<file path="src/design/hdlc_pkg.sv">
// What this block does
// - one instance on the system clock, engine-core data
// - transmit order: checksum, stuffing, flags, idle
// - transmit checksum selectable 16 or 32 bit
// - stuff a zero after five ones
// - flag byte opens and closes every frame
// - start flags zero to two, zero shares
// - 32-bit checksum, short frames: one flag max
// - every flag sent whole, no bit sharing
// - idle as repeated flags or all ones
// - optional bit reversal per byte, both ways
// - abort sets abort and frame end flags
// - bits outside frames dropped silently
// - receiver accepts either idle form
// - flags mark frames, shared zero accepted
// - receiver deletes zero after five ones
// - receiver checks checksum, flags error
// - checksum error only without abort or residue
// - non-whole byte frame is residual error
// - one to three byte frames dropped silently unless aborted
// - 32-bit, four-five bytes: alignment error
// - longer frames passed on and reported
package hdlc_pkg;
   localparam logic [7:0] OFS_CTRL = 8'h00;
   localparam logic [7:0] OFS_TXLEN = 8'h04;
   localparam logic [7:0] OFS_TXDATA = 8'h08;
   localparam logic [7:0] OFS_RXDATA = 8'h0c;
   localparam logic [7:0] OFS_RECEIVE_STATUS_WORD = 8'h10;
   localparam logic [7:0] OFS_RXTAIL = 8'h14;
   localparam logic [31:0] POLY16 = 32'h00008408;
   localparam logic [31:0] POLY32 = 32'hedb88320;
   localparam logic [31:0] INIT16 = 32'h0000ffff;
   localparam logic [31:0] INIT32 = 32'hffffffff;
   localparam logic [31:0] GOOD16 = 32'h0000f0b8;
   localparam logic [31:0] GOOD32 = 32'hdebb20e3;
   localparam logic [7:0] FLAG_BYTE = 8'h7e;
   localparam logic [7:0] IDLE_ONES = 8'hff;
   localparam logic [15:0] SHORT_MAX = 16'h0003;
   localparam logic [15:0] ALIGN_MAX = 16'h0005;
   localparam logic [15:0] CLAMP_LEN = 16'h0004;
   localparam logic [2:0] BIT_END = 3'h6;
   typedef enum logic [2:0] {
      T_IDLE = 3'b000, T_SFLAG = 3'b001, T_DATA = 3'b010, T_FCS = 3'b011, T_EFLAG = 3'b100
   } tx_st_t;
   // control word, bit 0 upward: crc32, idle_ones, start flags, tx/rx reversal
   typedef struct packed {
      logic rx_rev;
      logic tx_rev;
      logic [1:0] nflag;
      logic idle_ones;
      logic crc32;
   } ctrl_t;
   localparam ctrl_t CTRL_RST = 6'h00;
   typedef struct packed {
      logic valid;
      logic last;
      logic [7:0] data;
   } hold_t;
   typedef struct packed {
      tx_st_t st;
      logic [31:0] sh;
      logic [5:0] nbit;
      logic [2:0] ones;
      logic raw;
      logic [31:0] crc;
      logic [1:0] nflag;
      logic last;
      logic flag_tail;
      logic bit_out;
   } tx_t;
   typedef struct packed {
      logic in_frame;
      logic [2:0] ones;
      logic [2:0] bitcnt;
      logic [7:0] sh;
      logic [31:0] crc;
      logic [15:0] len;
      logic [23:0] line;
      logic [1:0] lcnt;
   } rx_t;
   typedef struct packed {
      logic valid;
      logic ovr;
      logic [7:0] data;
   } rxd_t;
   // receive_status_word, read as {len, 10 zero bits, these six}
   typedef struct packed {
      logic [15:0] len;
      logic align;
      logic residual;
      logic checksum_error_flag;
      logic abort_seen_flag;
      logic frame_end_flag;
      logic valid;
   } stat_t;
   typedef struct packed {
      ctrl_t ctrl;
      logic [15:0] txlen;
      hold_t hold;
      tx_t tx;
      rx_t rx;
      rxd_t rxd;
      stat_t stat;
      logic [23:0] tail;
      logic underrun;
      logic ack;
      logic [31:0] dat;
   } state_t;
endpackage

</file>
<file path="src/design/hdlc_framer.sv">
// The implementer's own choices: the register addresses and the Wishbone interface to the registers.
`timescale 1ns/1ns
`default_nettype none
module hdlc_framer
   import hdlc_pkg::*;
#(
   parameter int ADR_W = 8
)
(
   input wire logic clk_i,
   input wire logic rst_i,
   input wire logic wb_cyc_i,
   input wire logic wb_stb_i,
   input wire logic wb_we_i,
   input wire logic [ADR_W-1:0] wb_adr_i,
   input wire logic [3:0] wb_sel_i,
   input wire logic [31:0] wb_dat_i,
   output logic [31:0] wb_dat_o,
   output logic wb_ack_o,
   input wire logic tx_bit_en_i,
   output logic tx_bit_o,
   input wire logic rx_bit_en_i,
   input wire logic rx_bit_i
);

   state_t s_ff;
   state_t nxt_s;
   logic req;
   logic [7:0] adr;
   logic [31:0] wmask;
   logic [31:0] wd;
   logic [1:0] nf;
   logic d;
   logic done_byte;
   logic [7:0] inb;
   logic residual;

   ////////////////////////////////////////////////////////////////////////////
   // one reflected crc step; the 16-bit poly keeps the upper half at zero
   function automatic logic [31:0] crc_bit(input logic [31:0] c, input logic b, input logic w32);
      logic [31:0] r;
      r = {1'b0, c[31:1]};
      if (c[0] ^ b)
      begin
         r = r ^ (w32 ? POLY32 : POLY16);
      end
      return r;
   endfunction

   function automatic logic [7:0] rev8(input logic [7:0] b);
      logic [7:0] r;
      for (int i = 0; i < 8; i++)
      begin
         r[i] = b[7-i];
      end
      return r;
   endfunction

   // load the next unit into the serialiser; only flags and idle are raw
   function automatic tx_t ld(input tx_t t, input logic [31:0] v, input logic [5:0] nb,
                              input logic raw);
      tx_t r;
      r = t;
      r.sh = v;
      r.nbit = nb;
      r.raw = raw;
      r.flag_tail = raw && (v[7:0] == FLAG_BYTE);
      return r;
   endfunction

   ////////////////////////////////////////////////////////////////////////////
   assign req = wb_cyc_i && wb_stb_i && !s_ff.ack;
   assign adr = 8'(wb_adr_i);
   assign wmask = {{8{wb_sel_i[3]}}, {8{wb_sel_i[2]}}, {8{wb_sel_i[1]}}, {8{wb_sel_i[0]}}};
   assign wd = wb_dat_i & wmask;
   assign wb_dat_o = s_ff.dat;
   assign wb_ack_o = s_ff.ack;
   assign tx_bit_o = s_ff.tx.bit_out;

   // all next-state logic; bus clears run first so hardware sets win
   always_comb
   begin
      nxt_s = s_ff;
      nf = 2'h0;
      d = rx_bit_i;
      done_byte = 1'b0;
      inb = {d, s_ff.rx.sh[7:1]};
      residual = 1'b0;
      nxt_s.ack = 1'b0;
      // wishbone slave: a tx byte write waits for the holding register
      if (req && !(wb_we_i && adr == OFS_TXDATA && s_ff.hold.valid))
      begin
         nxt_s.ack = 1'b1;
         nxt_s.dat = 32'h0;
         if (wb_we_i)
         begin
            if (adr == OFS_CTRL)
            begin
               nxt_s.ctrl = ctrl_t'(6'((32'(s_ff.ctrl) & ~wmask) | wd));
            end
            else if (adr == OFS_TXLEN)
            begin
               nxt_s.txlen = 16'(({16'h0, s_ff.txlen} & ~wmask) | wd);
            end
            else if (adr == OFS_TXDATA)
            begin
               nxt_s.hold = {1'b1, wb_dat_i[8], wb_dat_i[7:0]};
            end
         end
         else if (adr == OFS_CTRL)
         begin
            nxt_s.dat = {26'h0, s_ff.ctrl};
         end
         else if (adr == OFS_TXLEN)
         begin
            nxt_s.dat = {16'h0, s_ff.txlen};
         end
         else if (adr == OFS_TXDATA)
         begin
            nxt_s.dat = {29'h0, s_ff.underrun, s_ff.tx.st != T_IDLE, s_ff.hold.valid};
            nxt_s.underrun = 1'b0;
         end
         else if (adr == OFS_RXDATA)
         begin
            nxt_s.dat = {22'h0, s_ff.rxd.ovr, s_ff.rxd.valid, s_ff.rxd.data};
            nxt_s.rxd = '0;
         end
         else if (adr == OFS_RECEIVE_STATUS_WORD)
         begin
            nxt_s.dat = {s_ff.stat.len, 10'h0, s_ff.stat[5:0]};
            nxt_s.stat = '0;
         end
         else if (adr == OFS_RXTAIL)
         begin
            nxt_s.dat = {8'h0, s_ff.tail};
         end
      end

      //////////////////////////////////////////////////////////////////////////
      // transmit serialiser, one line bit per tx_bit_en_i
      if (tx_bit_en_i)
      begin
         if (s_ff.tx.ones == 3'd5)
         begin
            nxt_s.tx.bit_out = 1'b0;
            nxt_s.tx.ones = 3'd0;
         end
         else
         begin
            if (s_ff.tx.nbit == 6'd0)
            begin
               unique case (s_ff.tx.st)
                  T_IDLE, T_EFLAG:
                  begin
                     if (s_ff.hold.valid)
                     begin
                        nf = (s_ff.ctrl.nflag == 2'd3) ? 2'd2 : s_ff.ctrl.nflag;
                        if (s_ff.ctrl.crc32 && s_ff.txlen <= CLAMP_LEN && nf == 2'd2)
                        begin
                           nf = 2'd1;
                        end
                        // sharing only works when the last thing sent was a flag
                        if (nf == 2'd0 && !s_ff.tx.flag_tail)
                        begin
                           nf = 2'd1;
                        end
                        nxt_s.tx.crc = s_ff.ctrl.crc32 ? INIT32 : INIT16;
                        if (nf != 2'd0)
                        begin
                           nxt_s.tx = ld(nxt_s.tx, {24'h0, FLAG_BYTE}, 6'd8, 1'b1);
                           nxt_s.tx.st = T_SFLAG;
                           nxt_s.tx.nflag = nf - 2'd1;
                        end
                        else
                        begin
                           nxt_s.tx = ld(nxt_s.tx, {24'h0, s_ff.ctrl.tx_rev ?
                                         rev8(s_ff.hold.data) : s_ff.hold.data}, 6'd8, 1'b0);
                           nxt_s.tx.st = T_DATA;
                           nxt_s.tx.last = s_ff.hold.last;
                           nxt_s.hold.valid = 1'b0;
                        end
                     end
                     else
                     begin
                        nxt_s.tx = ld(nxt_s.tx, {24'h0, s_ff.ctrl.idle_ones ? IDLE_ONES :
                                      FLAG_BYTE}, 6'd8, 1'b1);
                        nxt_s.tx.st = T_IDLE;
                     end
                  end
                  T_SFLAG:
                  begin
                     if (s_ff.tx.nflag != 2'd0 || !s_ff.hold.valid)
                     begin
                        nxt_s.tx = ld(nxt_s.tx, {24'h0, FLAG_BYTE}, 6'd8, 1'b1);
                        nxt_s.tx.nflag = (s_ff.tx.nflag != 2'd0) ? s_ff.tx.nflag - 2'd1 : 2'd0;
                     end
                     else
                     begin
                        nxt_s.tx = ld(nxt_s.tx, {24'h0, s_ff.ctrl.tx_rev ?
                                      rev8(s_ff.hold.data) : s_ff.hold.data}, 6'd8, 1'b0);
                        nxt_s.tx.st = T_DATA;
                        nxt_s.tx.last = s_ff.hold.last;
                        nxt_s.hold.valid = 1'b0;
                     end
                  end
                  T_DATA:
                  begin
                     if (!s_ff.tx.last && s_ff.hold.valid)
                     begin
                        nxt_s.tx = ld(nxt_s.tx, {24'h0, s_ff.ctrl.tx_rev ?
                                      rev8(s_ff.hold.data) : s_ff.hold.data}, 6'd8, 1'b0);
                        nxt_s.tx.last = s_ff.hold.last;
                        nxt_s.hold.valid = 1'b0;
                     end
                     else
                     begin
                        // a starved frame is closed cleanly and flagged for software
                        // built on the cleared copy so a status read cannot resurrect it
                        nxt_s.underrun = nxt_s.underrun | !s_ff.tx.last;
                        nxt_s.tx = ld(nxt_s.tx, ~s_ff.tx.crc & (s_ff.ctrl.crc32 ? INIT32 :
                                      INIT16), s_ff.ctrl.crc32 ? 6'd32 : 6'd16, 1'b0);
                        nxt_s.tx.st = T_FCS;
                     end
                  end
                  T_FCS:
                  begin
                     nxt_s.tx = ld(nxt_s.tx, {24'h0, FLAG_BYTE}, 6'd8, 1'b1);
                     nxt_s.tx.st = T_EFLAG;
                  end
                  default:
                  begin
                     nxt_s.tx = ld(nxt_s.tx, {24'h0, FLAG_BYTE}, 6'd8, 1'b1);
                     nxt_s.tx.st = T_IDLE;
                  end
               endcase
            end
            nxt_s.tx.bit_out = nxt_s.tx.sh[0];
            nxt_s.tx.sh = {1'b0, nxt_s.tx.sh[31:1]};
            nxt_s.tx.nbit = nxt_s.tx.nbit - 6'd1;
            if (nxt_s.tx.raw)
            begin
               nxt_s.tx.ones = 3'd0;
            end
            else
            begin
               if (nxt_s.tx.st == T_DATA)
               begin
                  nxt_s.tx.crc = crc_bit(nxt_s.tx.crc, nxt_s.tx.bit_out, s_ff.ctrl.crc32);
               end
               nxt_s.tx.ones = nxt_s.tx.bit_out ? s_ff.tx.ones + 3'd1 : 3'd0;
            end
         end
      end

      //////////////////////////////////////////////////////////////////////////
      // receive deframer, one line bit per rx_bit_en_i
      if (rx_bit_en_i)
      begin
         if (d)
         begin
            nxt_s.rx.ones = (s_ff.rx.ones == 3'd7) ? 3'd7 : s_ff.rx.ones + 3'd1;
            if (s_ff.rx.ones == 3'd6 && s_ff.rx.in_frame)
            begin
               nxt_s.rx.in_frame = 1'b0;
               if (s_ff.rx.len != 16'h0)
               begin
                  nxt_s.stat = {s_ff.rx.len, 6'b000111};
                  nxt_s.tail = s_ff.rx.line;
               end
            end
            // sixth and seventh ones are held back as flag or abort candidates
            done_byte = s_ff.rx.in_frame && s_ff.rx.ones < 3'd5;
         end
         else
         begin
            nxt_s.rx.ones = 3'd0;
            if (s_ff.rx.ones == 3'd6)
            begin
               if (s_ff.rx.in_frame && s_ff.rx.len > SHORT_MAX)
               begin
                  residual = s_ff.rx.bitcnt != BIT_END;
                  nxt_s.stat.valid = 1'b1;
                  nxt_s.stat.frame_end_flag = 1'b1;
                  nxt_s.stat.abort_seen_flag = 1'b0;
                  nxt_s.stat.residual = residual;
                  nxt_s.stat.len = s_ff.rx.len;
                  nxt_s.stat.align = s_ff.ctrl.crc32 && s_ff.rx.len <= ALIGN_MAX;
                  nxt_s.stat.checksum_error_flag = !residual && (s_ff.rx.crc !=
                                                   (s_ff.ctrl.crc32 ? GOOD32 : GOOD16));
                  nxt_s.tail = s_ff.rx.line;
               end
               nxt_s.rx.in_frame = 1'b1;
               nxt_s.rx.bitcnt = 3'd0;
               nxt_s.rx.len = 16'h0;
               nxt_s.rx.lcnt = 2'd0;
               nxt_s.rx.crc = s_ff.ctrl.crc32 ? INIT32 : INIT16;
            end
            else
            begin
               done_byte = s_ff.rx.in_frame && s_ff.rx.ones != 3'd5;
            end
         end
         // outside a frame nothing is shifted
         if (done_byte)
         begin
            nxt_s.rx.sh = inb;
            nxt_s.rx.bitcnt = s_ff.rx.bitcnt + 3'd1;
            if (s_ff.rx.bitcnt == 3'd7)
            begin
               for (int i = 0; i < 8; i++)
               begin
                  nxt_s.rx.crc = crc_bit(nxt_s.rx.crc, inb[i], s_ff.ctrl.crc32);
               end
               nxt_s.rx.len = (s_ff.rx.len == 16'hffff) ? s_ff.rx.len : s_ff.rx.len + 16'h1;
               nxt_s.rx.line = {s_ff.ctrl.rx_rev ? rev8(inb) : inb, s_ff.rx.line[23:8]};
               // three bytes are withheld so short frames never reach software
               if (s_ff.rx.lcnt == 2'd3)
               begin
                  nxt_s.rxd.ovr = nxt_s.rxd.valid;
                  nxt_s.rxd.valid = 1'b1;
                  nxt_s.rxd.data = s_ff.rx.line[7:0];
               end
               else
               begin
                  nxt_s.rx.lcnt = s_ff.rx.lcnt + 2'd1;
               end
            end
         end
      end
   end

   // single state register
   // one system clock
   always_ff @(posedge clk_i)
   begin
      if (rst_i)
      begin
         s_ff <= '0;
         s_ff.ctrl <= CTRL_RST;
         s_ff.tx.st <= T_IDLE;
         s_ff.tx.bit_out <= 1'b1;
      end
      else
      begin
         s_ff <= nxt_s;
      end
   end
endmodule
`default_nettype wire

</file>
<file path="config.mk">
export PLATFORM = sky130hd
export DESIGN_NAME = hdlc_framer
export DESIGN_NICKNAME = d
export VERILOG_FILES = /design/src/design/hdlc_pkg.sv /design/src/design/hdlc_framer.sv
export SDC_FILE = /design/constraint.sdc
export NUM_CORES = 1
export LEC_CHECK = 0
export ABC_AREA = 1
export BUFFER_PORTS_ARGS = -buffer_cell sky130_fd_sc_hd__buf_4
export CORE_ASPECT_RATIO = 0.75
export CORE_MARGIN = 8
export CORE_UTILIZATION = 25
export DETAILED_ROUTE_END_ITERATION = 6
export GPL_TIMING_DRIVEN = 1
export PLACE_DENSITY = 0.45
export SYNTH_ARGS = -nofsm -noshare
export SYNTH_HDL_FRONTEND = slang
export SYNTH_SLANG_ARGS = --single-unit
</file>
<file path="constraint.sdc">
create_clock -name clk_i -period 2.15 [get_ports clk_i]
set_clock_uncertainty 0.1 [all_clocks]
set_input_delay 0.215 -clock clk_i [delete_from_list [all_inputs] [get_ports clk_i]]
set_output_delay 0.215 -clock clk_i [all_outputs]
set_load 0.05 [all_outputs]
</file>
Word level (Yosys, flattened, before mapping)
Cells that the tools add are included.
Cells by class
  muxes and demuxes: 128
  bitwise logic cells: 30
  shifts and indexed selects: 0
  div/mod/pow operators: 0
  equal/unequal tests: 37
  magnitude comparators: 4
  $mul: 0
  reduce and logical (&&, ||, !) cells: 47
  $add $sub $neg: 8
Operators by type and width (count)
  32-bit two-way mux: 46
  82-bit two-way mux: 6
  82-bit case mux with 4 select lines: 1
  31-bit by 32-bit XOR with 32-bit output: 9
  46-bit two-way mux: 5
  48-bit two-way mux: 3
  95-bit two-way mux: 1
  84-bit two-way mux: 1
  81-bit two-way mux: 1
  10-bit two-way mux: 7
  56-bit two-way mux: 1
  22-bit two-way mux: 2
  2-bit two-way mux: 17
  34-bit two-way mux: 1
  16-bit AND: 2
  32-bit AND: 1
  16-bit by 3-bit <= comparator with 1-bit output, second input constant: 2
  32-bit != test: 1
  32-bit NOT: 1
  24-bit two-way mux: 1
  8-bit two-way mux: 3
  4-bit != test, second input constant: 6
  1-bit two-way mux: 22
  3-bit two-way mux: 6
  other kinds (48): 108
Storage, ports and cells
  output and inout bits: 34
  memory bits (read-only): 0
  memories kept: 0
  logic and storage cells: 295
  register bits after elaboration: 292
  input port bits: 52
  memory bits (writable): 0
  latch bits: 0

Logic depth before layout (Yosys ltp)
  depth after elaboration: 44
  gate-level depth with buffers: 20
  mapped depth without buffers: 19

Worst setup path after synthesis
Ideal clock, no wire load.
  kind: register to register
  start: register s_ff[175] (netlist name)
  end: register s_ff[151] (netlist name)
  cell stages (with the launch flop): 20
  path slack: -0.096 ns
  clock period less this slack: 2.246 ns
  buffers on the path: 1
  arrival: 2.016 ns
  cells stage by stage: dfxtp_1 -> inv_1 -> ha_1 -> nand2_2 -> nor2_2 -> buf_4 -> nor2_2 -> nand2_2 -> nand2_4 -> nand2_4 -> nand2_1 -> nand2_2 -> nand2_4 -> nand2_4 -> nor2_1 -> nor2_1 -> nand2_1 -> nand3_1 -> nand2_1 -> a21oi_2
On the way
  longest elaborated chain between the ends: 43
  elaborated cells between the ends (all ways): 58
  classes of those cells: order compare: 1; eq/ne: 2; mux: 37; bitwise: 16; reduce/logical: 2
Ends and longest elaborated chain
  from (decl): line hdlc_framer.sv:26  | state_t s_ff;
  from (signal assigned): line hdlc_framer.sv:345  | s_ff <= nxt_s;
  3-bit equality test: line hdlc_framer.sv:277  | if (s_ff.rx.ones == 3'd6)
  48-bit two-way mux: line hdlc_framer.sv:277
  48-bit two-way mux: line hdlc_framer.sv:259  | if (d)
  48-bit two-way mux: line hdlc_framer.sv:257  | if (rx_bit_en_i)
  31-bit by 32-bit XOR with 32-bit output or 1-bit XOR (tied branches): line hdlc_framer.sv:45, hdlc_framer.sv:43
  32-bit two-way mux: line hdlc_framer.sv:43  | if (c[0] ^ b)
  32-bit two-way mux: line hdlc_framer.sv:308  | if (s_ff.rx.bitcnt == 3'd7)
  32-bit two-way mux: line hdlc_framer.sv:304  | if (done_byte)
  [... 27 more ...]
  32-bit two-way mux: line hdlc_framer.sv:43
  32-bit two-way mux: line hdlc_framer.sv:308
  32-bit two-way mux: line hdlc_framer.sv:304
  32-bit two-way mux: line hdlc_framer.sv:257
  31-bit by 32-bit XOR with 32-bit output or 1-bit XOR (tied branches): line hdlc_framer.sv:45, hdlc_framer.sv:43
  32-bit two-way mux: line hdlc_framer.sv:43
  84-bit two-way mux: line hdlc_framer.sv:308
  95-bit two-way mux *: line hdlc_framer.sv:304
Mark *: on every way between the ends. The rest lies on a longest branch, timed or not. The select of a mux whose other input is x is not followed.
A chain may end at the register's enable or synchronous reset.

Worst setup path after layout
  start: register s_ff[175] (netlist name)
  end: register s_ff[157] (netlist name)
On the way
  longest elaborated chain between the ends: 43
  elaborated cells between the ends (all ways): 58
  classes of those cells: order compare: 1; eq/ne: 2; mux: 37; bitwise: 16; reduce/logical: 2
Ends and longest elaborated chain (line)
  3-bit equality test: hdlc_framer.sv:277
  48-bit two-way mux: hdlc_framer.sv:277
  48-bit two-way mux: hdlc_framer.sv:259
  48-bit two-way mux: hdlc_framer.sv:257
  31-bit by 32-bit XOR with 32-bit output or 1-bit XOR (tied branches): hdlc_framer.sv:45, hdlc_framer.sv:43
  32-bit two-way mux: hdlc_framer.sv:43
  32-bit two-way mux: hdlc_framer.sv:308
  32-bit two-way mux: hdlc_framer.sv:304
  [... 27 more ...]
  32-bit two-way mux: hdlc_framer.sv:43
  32-bit two-way mux: hdlc_framer.sv:308
  32-bit two-way mux: hdlc_framer.sv:304
  32-bit two-way mux: hdlc_framer.sv:257
  31-bit by 32-bit XOR with 32-bit output or 1-bit XOR (tied branches): hdlc_framer.sv:45, hdlc_framer.sv:43
  32-bit two-way mux: hdlc_framer.sv:43
  84-bit two-way mux: hdlc_framer.sv:308
  95-bit two-way mux *: hdlc_framer.sv:304
Marks and branches as above.

==> flow_summary.yaml <==
run_status:
  outcome: "complete, but fails checks"
  violations: "negative setup slack"
routing:
  routed_wl_mm: 54.85
  antenna_left: 0
  avgViaCountPerCell: 4.654
  firstDrtPassIters: 5
  drt_iter0_markers: 1257
  routedWlPerCell_microns: 15.61
  drc: 0
  num_vias: 16350
yosys:
  synth_compound_area_share_pct: 18.40
  synth-adder-area-share_pct: 1.026
  synth_simple_gate_area_share_pct: 30.76
  synthMuxAreaShare_pct: 0
  synth-seq-cells: 291
  synth_xor_area_share_pct: 2.888
  syn_area_per_cell_sq_um: 6.743
  synth_top_family_by_area: "simple AND/OR/NAND/NOR gates"
  ys_warn_count: 0
  syn-num-nets: 2416
  yosysSeqAreaShare_pct: 36.75
  yosysUniqueCellTypes: 58
  netlist_area_sq_um: 15850
  syn_inst: 2351
power:
  p_switching_mw: 3.082
  p_per_area_nw_per_um2: 590.7
  p_total_mw: 12.93
  switching_share_pct: 23.84
  internal_power_mw: 9.845
  pwr-share-clk_pct: 50.6
  peakVddDrop_mv: 0.4531
  pwr-share-seq_pct: 42.2
  p_leak_nw: 8.803
  p_comb_share_pct: 7.2
layout:
  drive_gt1_share_pct: 26.40
  multi_input_area_sq_um: 9281
  diodes: 0
  layout.nets: 2690
  fillers: 6681
  regArea_sq_um: 5839
  area_growth_pct: 38.04
floorplan:
  io_pins: 86
  start_util_pct: 25.10
  fp-row-count: 80
  die_h_microns: 234.1
  core_sq_um: 63160
  die_area_sq_um: 71810
  die_w_microns: 306.8
sta:
  finalCritPeriodShare_pct: 110.7
  fin_ws_ns: -0.2293
  min_period_ns: 2.379
  slew_headroom_pct: 52.17
  fmax_mhz: 420.3
  rsz0062_at_grt: "yes"
  setup_viol: 104
  maxSlewViolCount: 0
  final_hold_viol_count: 0
  worstMarginPinSlew_ns: 0.7174
  fin_setup_tns_ns: -8.794
setup_path:
  crit_path_end_kind: "register"
  worstSetupPathType: "register to register"
  cp_max_fo: 6
  worst_ep_arrival_time_ns: 2.68
  reg2reg_to: "s_ff[157]"
  required_ns: 2.45
  cp-start-kind: "register"
  r2r_cells: 16
  r2r-start: "s_ff[175]"
  rrSetupSlack_ns: -0.23
placed_design:
  io_buffers: 67
  dp_slack_ns: -0.4421
  hpwlAfterDp_mm: 38.42
  gp_congestion: 0.9423
grt:
  antenna_found_initial: 0
  first_global_vias: 15420
  grt.total_usage_pct: 14.70
  grt_max_degree: 138
  grt_pass1_wl_mm: 86.62
  grt-ovfl-total: 0
clock_network:
  clockRootBuffer: "clkbuf_16"
  clock_sinks: 291
  ctsHtreeMaxLevel: 2
  cts-buffers-inserted: 35
  clk_latency_ns: 0.54
  clkTransAtPathRegs_ns: 0.06
  cts_max_path_buffers: 3
  cts_tree: "done"
min_path:
  hold_path_depth: 3
  whs_endpoint: "s_ff[177]"
  worstHoldStart: "rx_bit_en_i"
  min_path_type: "input port to register"
job:
  max-cap-violations: 0
-- cell families (layout without fill, tap and decap cells) --
| logic type | count (synthesis) | after routing |
|---|---|---|
| AO/OA/AOI/OAI | 526 | 526 |
| XOR/XNOR | 42 | 42 |
| adder cells (fa/ha/maj) | 13 | 13 |
| buffers and inverters | 369 | 670 |
| flip-flops | 291 | 291 |
| AND/OR/NAND/NOR | 1110 | 1110 |
-- sequential cells by signal, summed over array words and instances (netlist names), named ones only --
register,flops
wb_dat_o,32
s_ff,228
wb_ack_o,1
tx_bit_o,1
inb,7
-- metal layers --
layer,global-route usage [%],vias up,wire (microns)
li1,-,8289,-
met1,21.88,7650,28220
met2,22.12,362,23020
met3,2.526,49,2883
met4,2.712,0,736
met5,0,-,0
-- layout by cell type, fill, tap and decap left out, types with 6 or more instances in the layout --
cell           Yosys  final
nor4_1            17     16
nand2_4           10     28
nor3_2             2      7
nand2_1          580    523
a31oi_1           24     24
inv_1            187    174
xor2_1            22     17
o211ai_1          24     24
xor2_4             4      7
o21ai_0          137     97
buf_4             43    303
o22ai_1           25     25
inv_2             22     24
nor2_2             7     18
clkbuf_8           0     11
buf_6              2     34
nand2_2           16     50
nand3_2            4     27
clkbuf_16          0     40
nor3_1            39     33
nand4_1           15     15
clkinv_2           0      7
xnor2_1           14     11
a211oi_1          19     19
a21oi_1          260    243
dlygate4sd3_1      0     21
a21oi_2            1     18
o21ai_2            1     12
dfxtp_1          291    284
nor2_4             4     12
nand3_1          151    125
nand2_8            1      6
nor2_1           243    224
o21ai_1           10     37
ha_1              13     11
buf_12             0     23
nand3_4            3      6
-- per-stage QoR --
stage | area (sq um) | std cells | utilization, % | hold WS [ns]
floorplan | 15860 | 2351 | - | 0.2564
global placement | 18650 | 3368 | 29.53 | 0.3479
detailed placement | 18650 | 3368 | 29.53 | 0.3519
CTS | 20790 | 3472 | 32.91 | 0.005235
global route | 21880 | 3513 | 34.65 | 0.03786
finish | 21880 | 3513 | 34.65 | 0.04200
-- cell usage after synthesis, drive strengths merged --
master,n,share of area (%)
nand2,607,15
dfxtp,291,37
a21oi,263,8.5
nor2,255,6.4
inv,209,4.9
nand3,158,5.4
o21ai,148,4.7
buf,83,3.4
clkbuf,73,1.7
nor3,41,1.4
xor2,28,2.1
o22ai,25,0.99
a31oi,24,0.95
o211ai,24,1.1
a211oi,19,0.90
nor4,19,0.94
nand4,17,0.75
xnor2,14,0.77
ha,13,1.0
nand3b,6,0.44
or2,6,0.24
o221ai,5,0.28
clkinv,4,0.095
a221oi,3,0.17
o2111ai,3,0.17
o31ai,3,0.14
a31o,2,0.11
o21bai,2,0.095
a2111oi,1,0.095
a32oi,1,0.055
a41oi,1,0.055
nor3b,1,0.047
o21a,1,0.047
o41ai,1,0.055
-- layout make-up --
class                   count  area share (%)
inverters                 213           3.871
repair buffers            393           16.29
well taps                 861           4.923
clock buffers              50           4.860
multi-input cells        1691           42.41
clock inverters            14          0.9605
flip-flops and latches    291           26.68
-- worst max-delay path, stage by stage (launching register included) --
cell     delay [ns]
dfxtp_2        0.33
inv_2          0.08
ha_4           0.16
nand3_4        0.13
buf_6          0.18
nand2_8        0.07
xor2_4         0.18
buf_6          0.13
buf_12         0.10
xor2_4         0.19
buf_12         0.14
xor2_4         0.14
nand2_1        0.07
nand3_1        0.06
nand2_1        0.05
nand2_1        0.08
a21oi_2        0.05
-- power groups by stage --
| stage | clock network, mW | registers [mW] | logic, mW |
|---|---|---|---|
| floorplan | 0 | 5.57 | 0.432 |
| global placement | 0 | 5.57 | 0.791 |
| detailed placement | 0 | 5.57 | 0.791 |
| CTS | 6.76 | 5.45 | 0.856 |
| global route | 7.00 | 5.45 | 1.01 |
| finish | 6.54 | 5.45 | 0.936 |
-- repair_timing --
item / in CTS / in global routing
buffers inserted: 17 / 38
setup endpoints to repair: 161 / 203
endpoints found under the hold margin: 46 / 0
hold buffers: 21 / 0
resized for setup: 126 / 195
gates cloned: 2 / 5
pin swaps: 39 / 79
-- worst max path at each step --
| stage | start | to | slack, ns | cells past startpoint |
|---|---|---|---|---|
| after floorplan | s_ff[175] | s_ff[153] | 0.01 | 19 |
| after detailed placement | s_ff[175] | s_ff[150] | -0.44 | 17 |
| after CTS | s_ff[175] | s_ff[153] | -0.19 | 18 |
| final | s_ff[175] | s_ff[157] | -0.23 | 16 |
| after global placement | s_ff[175] | s_ff[150] | -0.55 | 17 |
| after global routing | s_ff[175] | s_ff[156] | -0.37 | 21 |
No activity file was read; power rests on OpenSTA's default activity.
